File: src/hw/tpo_pkg.sv
// Package: register map, field positions and reset values of the pattern output unit
`default_nettype none
package tpo_pkg;
	// Register indices; the byte address is four times the index
	localparam logic [27:0] CTRL_IDX    = 28'hFFFF6E5;
	localparam logic [27:0] LOW_IDX     = 28'hFFFF6E6;
	localparam logic [27:0] HIGH_IDX    = 28'hFFFF6E7;
	localparam logic [27:0] BITSEL_IDX  = 28'hFFFF6E8;
	localparam logic [31:0] CTRL_ADDR   = {2'h0, CTRL_IDX, 2'h0};
	localparam logic [31:0] LOW_ADDR    = {2'h0, LOW_IDX, 2'h0};
	localparam logic [31:0] HIGH_ADDR   = {2'h0, HIGH_IDX, 2'h0};
	localparam logic [31:0] BITSEL_ADDR = {2'h0, BITSEL_IDX, 2'h0};

	// Widths
	localparam int OUT_W = 6;
	localparam int NIB_W = 4;
	localparam int HI_W  = 2;

	// Output control fields
	localparam int RUN_BIT   = 7;
	localparam int EDGE_BIT  = 6;
	localparam int MERGE_BIT = 5;
	localparam int REMAP_BIT = 4;

	// Reset values
	localparam logic [7:0]       CTRL_RST   = 8'h00;
	localparam logic [7:0]       BITSEL_RST = 8'h00;
	localparam logic [3:0]       BUF_RST    = 4'h0;
	localparam logic [OUT_W-1:0] LATCH_RST  = 6'h00;

	// Bus answers
	localparam logic [1:0] RESP_OKAY   = 2'h0;
	localparam logic [1:0] RESP_DECERR = 2'h3;
endpackage : tpo_pkg
`default_nettype wire

File: src/hw/tpo_out_stage.sv
// Output stage: per-bit gating of latched pattern by run enable and bit select
`default_nettype none
module tpo_out_stage
(
	// Clock and reset
	input  wire logic                     aclk,
	input  wire logic                     aresetn,
	// Gating inputs
	input  wire logic                     run,
	input  wire logic [tpo_pkg::OUT_W-1:0] latch,
	input  wire logic [tpo_pkg::OUT_W-1:0] sel,
	// Pattern output
	output var  logic [tpo_pkg::OUT_W-1:0] pattern_q
);
	genvar i;
	generate
		for (i = 0; i < tpo_pkg::OUT_W; i++)
		begin : g_bit
			always_ff @(posedge aclk)
			begin
				if (!aresetn)
					pattern_q[i] <= 1'b0;
				else
					pattern_q[i] <= run & sel[i] & latch[i];
			end
		end
	endgenerate
endmodule : tpo_out_stage
`default_nettype wire

File: src/hw/tpo_top.sv
// Triggered pattern output unit with AXI4-Lite register slave
//
// Notes on behaviour
// - Split mode: low address writes low nibble only, high address writes high only.
// - Merged mode: a byte written to either buffer address updates both halves.
// - Reading either buffer address returns high buffer above, low buffer below.
// - Bit select picks pattern or port use per output bit; resets to zero.
// - Run enable low forces all six pattern outputs to zero.
// - Run enable high: selected bits drive latch, unselected bits drive zero.
// - While running, latches load only on the selected trigger event.
// - Trigger map: 00 split B/A, 01 high on A only, 10 all on A, 11 none.
// - Edge select bit is stored and read back but changes nothing.
// - Buffer write while stopped goes straight into the matching latch.
// - Buffer write while running waits for the next selected trigger.
// - Buffers accept whole-byte accesses only; a write needs wstrb[0].
// - Output control bits 7:4 are read/write, bits 3:0 always read zero; resets to zero.
//
// The AXI4-Lite interface to the registers was left to the implementer.
`default_nettype none
module tpo_top
(
	// Clock and reset
	input  wire logic                      aclk,
	input  wire logic                      aresetn,
	// AXI4-Lite write address
	input  wire logic [31:0]               awaddr,
	input  wire logic [2:0]                awprot,
	input  wire logic                      awvalid,
	output var  logic                      awready,
	// AXI4-Lite write data
	input  wire logic [31:0]               wdata,
	input  wire logic [3:0]                wstrb,
	input  wire logic                      wvalid,
	output var  logic                      wready,
	// AXI4-Lite write response
	output var  logic [1:0]                bresp,
	output var  logic                      bvalid,
	input  wire logic                      bready,
	// AXI4-Lite read address
	input  wire logic [31:0]               araddr,
	input  wire logic [2:0]                arprot,
	input  wire logic                      arvalid,
	output var  logic                      arready,
	// AXI4-Lite read data
	output var  logic [31:0]               rdata,
	output var  logic [1:0]                rresp,
	output var  logic                      rvalid,
	input  wire logic                      rready,
	// Timer trigger pulses
	input  wire logic                      timer_a_event,
	input  wire logic                      timer_b_event,
	// Pattern outputs, first bit at 0, last at 5
	output var  logic [tpo_pkg::OUT_W-1:0] preset_pattern_output
);
	////////////////////////////////////////////////////////////////////////
	// Registers
	logic [7:0]                   ctrl_q;
	logic [7:0]                   bitsel_q;
	logic [3:0]                   low_buf_q;
	logic [3:0]                   high_buf_q;
	logic [tpo_pkg::NIB_W-1:0]    low_latch_q;
	logic [tpo_pkg::HI_W-1:0]     high_latch_q;
	logic                         awready_q;
	logic                         wready_q;
	logic                         bvalid_q;
	logic [1:0]                   bresp_q;
	logic                         arready_q;
	logic                         rvalid_q;
	logic [31:0]                  rdata_q;
	logic [1:0]                   rresp_q;

	logic                         run;
	logic                         merged;
	logic                         remap;
	logic                         wr_fire;
	logic                         rd_fire;
	logic                         wr_low;
	logic                         wr_high;
	logic                         wr_buf;
	logic                         wr_ctrl;
	logic                         wr_bitsel;
	logic                         wr_map;
	logic                         rd_map;
	logic                         ld_low_d;
	logic                         ld_high_d;
	logic [3:0]                   low_buf_d;
	logic [3:0]                   high_buf_d;
	logic [7:0]                   rd_val;

	assign run    = ctrl_q[tpo_pkg::RUN_BIT];
	assign merged = ctrl_q[tpo_pkg::MERGE_BIT];
	assign remap  = ctrl_q[tpo_pkg::REMAP_BIT];

	////////////////////////////////////////////////////////////////////////
	// Write channel
	assign wr_fire   = awready_q & awvalid & wvalid;
	assign wr_low    = wr_fire & wstrb[0] & (awaddr == tpo_pkg::LOW_ADDR);
	assign wr_high   = wr_fire & wstrb[0] & (awaddr == tpo_pkg::HIGH_ADDR);
	assign wr_ctrl   = wr_fire & wstrb[0] & (awaddr == tpo_pkg::CTRL_ADDR);
	assign wr_bitsel = wr_fire & wstrb[0] & (awaddr == tpo_pkg::BITSEL_ADDR);
	assign wr_buf    = wr_low | wr_high;
	assign wr_map    = (awaddr == tpo_pkg::LOW_ADDR) | (awaddr == tpo_pkg::HIGH_ADDR) |
	                   (awaddr == tpo_pkg::CTRL_ADDR) | (awaddr == tpo_pkg::BITSEL_ADDR);

	always_ff @(posedge aclk)
	begin
		if (!aresetn)
		begin
			awready_q <= 1'b0;
			wready_q  <= 1'b0;
		end
		else
		begin
			awready_q <= ~awready_q & ~bvalid_q & awvalid & wvalid;
			wready_q  <= ~wready_q & ~bvalid_q & awvalid & wvalid;
		end
	end

	always_ff @(posedge aclk)
	begin
		if (!aresetn)
		begin
			bvalid_q <= 1'b0;
			bresp_q  <= tpo_pkg::RESP_OKAY;
		end
		else if (wr_fire)
		begin
			bvalid_q <= 1'b1;
			bresp_q  <= wr_map ? tpo_pkg::RESP_OKAY : tpo_pkg::RESP_DECERR;
		end
		else if (bready)
			bvalid_q <= 1'b0;
	end

	////////////////////////////////////////////////////////////////////////
	// Control and bit select
	always_ff @(posedge aclk)
	begin
		if (!aresetn)
			ctrl_q <= tpo_pkg::CTRL_RST;
		else if (wr_ctrl)
			ctrl_q <= {wdata[7:4], 4'h0};
	end

	always_ff @(posedge aclk)
	begin
		if (!aresetn)
			bitsel_q <= tpo_pkg::BITSEL_RST;
		else if (wr_bitsel)
			bitsel_q <= {2'h0, wdata[tpo_pkg::OUT_W-1:0]};
	end

	////////////////////////////////////////////////////////////////////////
	// Buffers
	always_comb
	begin
		low_buf_d  = low_buf_q;
		high_buf_d = high_buf_q;
		if (wr_low | (wr_high & merged))
			low_buf_d = wdata[3:0];
		if (wr_high | (wr_low & merged))
			high_buf_d = wdata[7:4];
	end

	always_ff @(posedge aclk)
	begin
		if (!aresetn)
		begin
			low_buf_q  <= tpo_pkg::BUF_RST;
			high_buf_q <= tpo_pkg::BUF_RST;
		end
		else
		begin
			low_buf_q  <= low_buf_d;
			high_buf_q <= high_buf_d;
		end
	end

	////////////////////////////////////////////////////////////////////////
	// Latch loads
	always_comb
	begin
		ld_low_d  = 1'b0;
		ld_high_d = 1'b0;
		if (!run)
		begin
			ld_low_d  = wr_buf;
			ld_high_d = wr_buf;
		end
		else
		begin
			unique case ({merged, remap})
				2'b00:
				begin
					ld_high_d = timer_b_event;
					ld_low_d  = timer_a_event;
				end
				2'b01:
					ld_high_d = timer_a_event;
				2'b10:
				begin
					ld_high_d = timer_a_event;
					ld_low_d  = timer_a_event;
				end
				default:
				begin
					ld_high_d = 1'b0;
					ld_low_d  = 1'b0;
				end
			endcase
		end
	end

	// Stopped: latches follow the buffer value being written; running: current buffer
	always_ff @(posedge aclk)
	begin
		if (!aresetn)
		begin
			low_latch_q  <= tpo_pkg::LATCH_RST[tpo_pkg::NIB_W-1:0];
			high_latch_q <= tpo_pkg::LATCH_RST[tpo_pkg::OUT_W-1:tpo_pkg::NIB_W];
		end
		else
		begin
			if (ld_low_d & (run | low_buf_d != low_buf_q | wr_low | merged))
				low_latch_q <= run ? low_buf_q : low_buf_d;
			if (ld_high_d & (run | wr_high | merged))
				high_latch_q <= run ? high_buf_q[tpo_pkg::HI_W-1:0] : high_buf_d[tpo_pkg::HI_W-1:0];
		end
	end

	////////////////////////////////////////////////////////////////////////
	// Read channel
	assign rd_fire = arready_q & arvalid;
	assign rd_map  = (araddr == tpo_pkg::LOW_ADDR) | (araddr == tpo_pkg::HIGH_ADDR) |
	                 (araddr == tpo_pkg::CTRL_ADDR) | (araddr == tpo_pkg::BITSEL_ADDR);

	always_comb
	begin
		rd_val = 8'h00;
		if ((araddr == tpo_pkg::LOW_ADDR) | (araddr == tpo_pkg::HIGH_ADDR))
			rd_val = {high_buf_q, low_buf_q};
		else if (araddr == tpo_pkg::CTRL_ADDR)
			rd_val = ctrl_q;
		else if (araddr == tpo_pkg::BITSEL_ADDR)
			rd_val = bitsel_q;
	end

	always_ff @(posedge aclk)
	begin
		if (!aresetn)
			arready_q <= 1'b0;
		else
			arready_q <= ~arready_q & ~rvalid_q & arvalid;
	end

	always_ff @(posedge aclk)
	begin
		if (!aresetn)
		begin
			rvalid_q <= 1'b0;
			rdata_q  <= 32'h0000_0000;
			rresp_q  <= tpo_pkg::RESP_OKAY;
		end
		else if (rd_fire)
		begin
			rvalid_q <= 1'b1;
			rdata_q  <= {24'h00_0000, rd_val};
			rresp_q  <= rd_map ? tpo_pkg::RESP_OKAY : tpo_pkg::RESP_DECERR;
		end
		else if (rready)
			rvalid_q <= 1'b0;
	end

	assign awready = awready_q;
	assign wready  = wready_q;
	assign bvalid  = bvalid_q;
	assign bresp   = bresp_q;
	assign arready = arready_q;
	assign rvalid  = rvalid_q;
	assign rdata   = rdata_q;
	assign rresp   = rresp_q;

	////////////////////////////////////////////////////////////////////////
	// Output stage
	tpo_out_stage u_out
	(
		.aclk      (aclk),
		.aresetn   (aresetn),
		.run       (run),
		.latch     ({high_latch_q, low_latch_q}),
		.sel       (bitsel_q[tpo_pkg::OUT_W-1:0]),
		.pattern_q (preset_pattern_output)
	);
endmodule : tpo_top
`default_nettype wire

File: config.mk
export PLATFORM = sky130hd
export DESIGN_NAME = tpo_top
export DESIGN_NICKNAME = d
export VERILOG_FILES = /design/src/hw/tpo_pkg.sv /design/src/hw/tpo_out_stage.sv /design/src/hw/tpo_top.sv
export SDC_FILE = /design/constraint.sdc
export NUM_CORES = 1
export LEC_CHECK = 0
export BUFFER_PORTS_ARGS = -buffer_cell sky130_fd_sc_hd__buf_2
export CAP_MARGIN = 20
export CORE_MARGIN = 5
export CORE_UTILIZATION = 41
export DETAILED_ROUTE_END_ITERATION = 12
export GPL_TIMING_DRIVEN = 0
export PLACE_DENSITY = 0.77
export SETUP_SLACK_MARGIN = 0.5
export SLEW_MARGIN = 30
export SYNTH_ARGS = -nofsm -noshare
export SYNTH_HDL_FRONTEND = slang
export SYNTH_SLANG_ARGS = --single-unit
File: constraint.sdc
create_clock -name aclk -period 2.5 [get_ports aclk]
set_clock_uncertainty 0.2 [all_clocks]
set_input_delay 0 -clock aclk [delete_from_list [all_inputs] [get_ports aclk]]
set_output_delay 0 -clock aclk [all_outputs]
set_load 0.01 [all_outputs]
==> metrics.md <==
| Metric | Value |
|---|---|
| Multi-input logic area | ~1200 um2 |
| Ratio of cells with drive above 1 in the final layout | 35.9% |
| DRC violations left | 0 |
| Reg-to-reg startpoint | ctrl_q[5] |
| Syn avg cell area | between 9 and 10 um2 |
| Final worst path period need | 1.90 ns |
| Clock tree buffer depth | 2 |
| Arrival @ worst endpoint | between 1.5 and 2 ns |
| Filler Cells Inserted | 466 |
| Vias in the first global route | approximately 2300 |
| DRT Wirelength | roughly 6300 um |
| Top-area cell type share of the netlist area | 39.9% |
| Pin count of the biggest net entering global routing | 14 |
| Via count | ~2300 |
| Top_reg_cell synth | dfxtp_1 |
| I/O Buffers | between 100 and 150 |
| Dpl ws | around 0.43 ns |
| Sequential area share after synthesis | 39.9% |
| CP max-delay cell | dfxtp_1 |
| Sink Count | 45 |
| Pleak | roughly 1.7 nW |
| Startpoint class of the critical path | flip-flop |
| Final Cycle Share | roughly 76% |
| Yosys warns | 0 |
| Global-route wire length before repair | 10400 um |
| Flop2flop setup slack | 0.60 ns |
| Initial antenna violation count | 0 |
| RePlAce Congestion | between 0.8 and 0.9 |
| Final Non-Filler Cells | 481 |
| Ranking of synthesized cells by area | dfxtp_1 40%, mux2i_1 11%, buf_4 8.6% |
| Post-route setup slack | roughly 0.6 ns |
| Nature of the critical path endpoint | flip-flop |
| Placed cell count | 443 |
| Count leader, synth | dfxtp_1 |
| Hold Violations, Final | 0 |
| Post-synthesis register bit count | 45 |
| Final setup viols | 0 |
| CTS root buffer | clkbuf_8 |
| Setup TNS Final | 0 ns |
| Die area | roughly 7000 um2 |
| Die X | about 84 um |
| Slew Limit Headroom | between 60% and 70% |
| Grt ovf | 0 |
| Buf/Inv on CP | 1 |
| VDD IR max | 219 uV |
| Ant diodes | 0 |
| Family with the most delay on the worst path | compound AO/OA/AOI/OAI gates |
| Std cell rows | 27 |
| Power per cell area | between 400 and 500 nW/um2 |
| DIE HEIGHT | around 84 um |
| Total track usage | approximately 18% |
| First-pass iteration count of the detailed router | 5 |
| TritonCTS clock tree | done |
| Asr flop ratio synth | 0% |
| Iter 0 DRT Violations | between 150 and 200 |
| R2R depth | 6 |
| Area growth syn-to-layout | 49.4% |
| Status | finished clean |
| Required @ worst endpoint | 2.47 ns |
| Syn Std Cell Area | 2260 um2 |
| Post-layout nets | 526 |
| CP Class | reg -> reg |
| # IOs | roughly 160 |
| Number of enable flip-flop cells after synthesis | 0 |
| Number of routed nets with antenna violations | 0 |
| RSZ-0062 raised after global routing | false |
| Worst Tran Pin Value | 0.532 ns |
| Levels on crit path | 6 |
| Hold Crit Endpoint | bresp[0] |
| Max Fclk | 0.526 GHz |
| Core area | 5440 um2 |
| Max-cap viol count | 0 |
| Placed wire-length estimate | 4770 um |
| Via/cell ratio | between 4 and 5 |
| Worst-path fanout max | 7 |
| Worst hold stages | 5 |
| Final Util | 62.0% |
| Worst Setup SP | ctrl_q[5] |
| H-tree depth | 2 |
| Syn Inst Count | roughly 240 |
| Post-DR wirelength/cell | between 10 and 15 um |
| CP cell instances | inv_1, ha_1, a22oi_1, o21bai_1, o311ai_0, mux2i_1 |
| Reg clk slew, reported paths | approximately 0.080 ns |
| R2r endpoint | high_latch_q[0] |
| Register area | 901 um2 |
| Area leader, netlist | dfxtp_1 |
| Top cells by instance count after synthesis | 45 x dfxtp_1, 38 x nand2_1, 26 x buf_4, 24 x mux2i_1, 11 x nand2b_1 |
| Hold crit path type | in -> reg |
| Worst stage delay on the critical path | roughly 0.5 ns |
| Clock Latency Late Sink | 0.29 ns |
| Starting Density | about 42% |
| Cell variety after synth | 36 |
| CTS Buf Count | 5 |
| Max-slew violations | 0 |
| Worst min-delay path startpoint | awaddr[6] |
stage by stage:
| step | total power, mW | hold WS [ns] | area (um2) |
|---|---|---|---|
| 6_report | 1.49 | 0.00283 | 3370 |
| 5_1_grt | 1.55 | 0.0423 | 3370 |
| 4_1_cts | 1.49 | 0.00495 | 3360 |
| 3_5_place_dp | 0.911 | 0.0394 | 2960 |
| 3_3_place_gp | 0.907 | 0.0362 | 2960 |
| 2_1_floorplan | 0.828 | -0.0817 | 2340 |
cell families after synthesis:
family                   Yosys count  share of synthesized area, %
flip-flops                        45                          39.9
multiplexers                      24                          10.6
other                              1                         0.166
AO/OA/AOI/OAI                     33                          10.6
AND/OR/NAND/NOR                  103                          26.9
buffers and inverters             35                          10.1
adder cells (fa/ha/maj)            3                          1.66
area by class of cell:
cell class	count	share of cell area [%]
clock inverters	1	0.890
repair buffers	134	24.2
inverters	4	0.445
well taps	72	2.67
clock buffers	7	2.56
flip-flops and latches	45	26.7
multi-input cells	187	36.2
plain buffers	31	6.34
power by group:
group	internal, mW	switching (mW)
logic	0.117	0.0897
registers	0.720	0.00287
clock network	0.326	0.233
total	1.16	0.326
layer usage:
metal	up-vias	track usage (%)	share of wire, %
met5	-	0	0
met4	0	5.70	1.4
met3	8	3.73	6.5
met2	85	31.0	49
met1	1059	21.1	43
li1	1169	-	-
worst min-delay path, cell delays in order:
cell     delay [ns]
buf_2          0.08
or4b_4         0.13
nor4_1         0.05
nand3_1        0.07
and3_1         0.14
worst max-delay path by stage:
stage,endpoint,slack (ns)
finish,high_latch_q[0],0.60
global route,rdata[5],0.49
CTS,rdata[5],0.61
detailed placement,low_latch_q[0],0.43
global placement,low_latch_q[2],0.44
floorplan,low_latch_q[0],0.73
placed cells by master (no fill, tap or decap), drive strengths merged, types with 2 or more instances in the layout:
| cell | synthesis | final |
|---|---|---|
| o211ai | 5 | 5 |
| or4b | 2 | 2 |
| a21boi | 2 | 2 |
| a222oi | 2 | 2 |
| nor4 | 5 | 5 |
| clkbuf | 5 | 12 |
| nand4b | 7 | 7 |
| nor3 | 5 | 5 |
| nand2b | 11 | 11 |
| conb | 1 | 24 |
| nand2 | 38 | 38 |
| and3 | 7 | 7 |
| o21bai | 2 | 2 |
| nand4 | 10 | 10 |
| nor2 | 8 | 8 |
| inv | 4 | 4 |
| and2 | 2 | 2 |
| ha | 3 | 3 |
| nand3 | 4 | 4 |
| mux2i | 24 | 24 |
| a22oi | 9 | 9 |
| buf | 26 | 132 |
| dfxtp | 45 | 45 |
| dlygate4sd3 | 0 | 28 |
| o21ai | 7 | 7 |
| o311ai | 2 | 2 |
| nand3b | 2 | 2 |
registers in the layout, summed over array words and instances, names as in the netlist, 2 cells and up:
signal           count
u_out.pattern_q      6
ctrl_q               4
high_latch_q         2
rdata                8
low_buf_q            4
high_buf_q           4
bitsel_q             6
low_latch_q          4
what timing repair did:
item | 4_1_cts | 5_1_grt
endpoints found under the setup margin | 1 | 10
endpoints found under the hold margin | 37 | 0
gates resized for setup | 0 | 1
hold buffers | 28 | 0
setup buffers | 1 | 1
pin swaps | 1 | 1
Note: power is estimated with default switching activity, not from simulation.
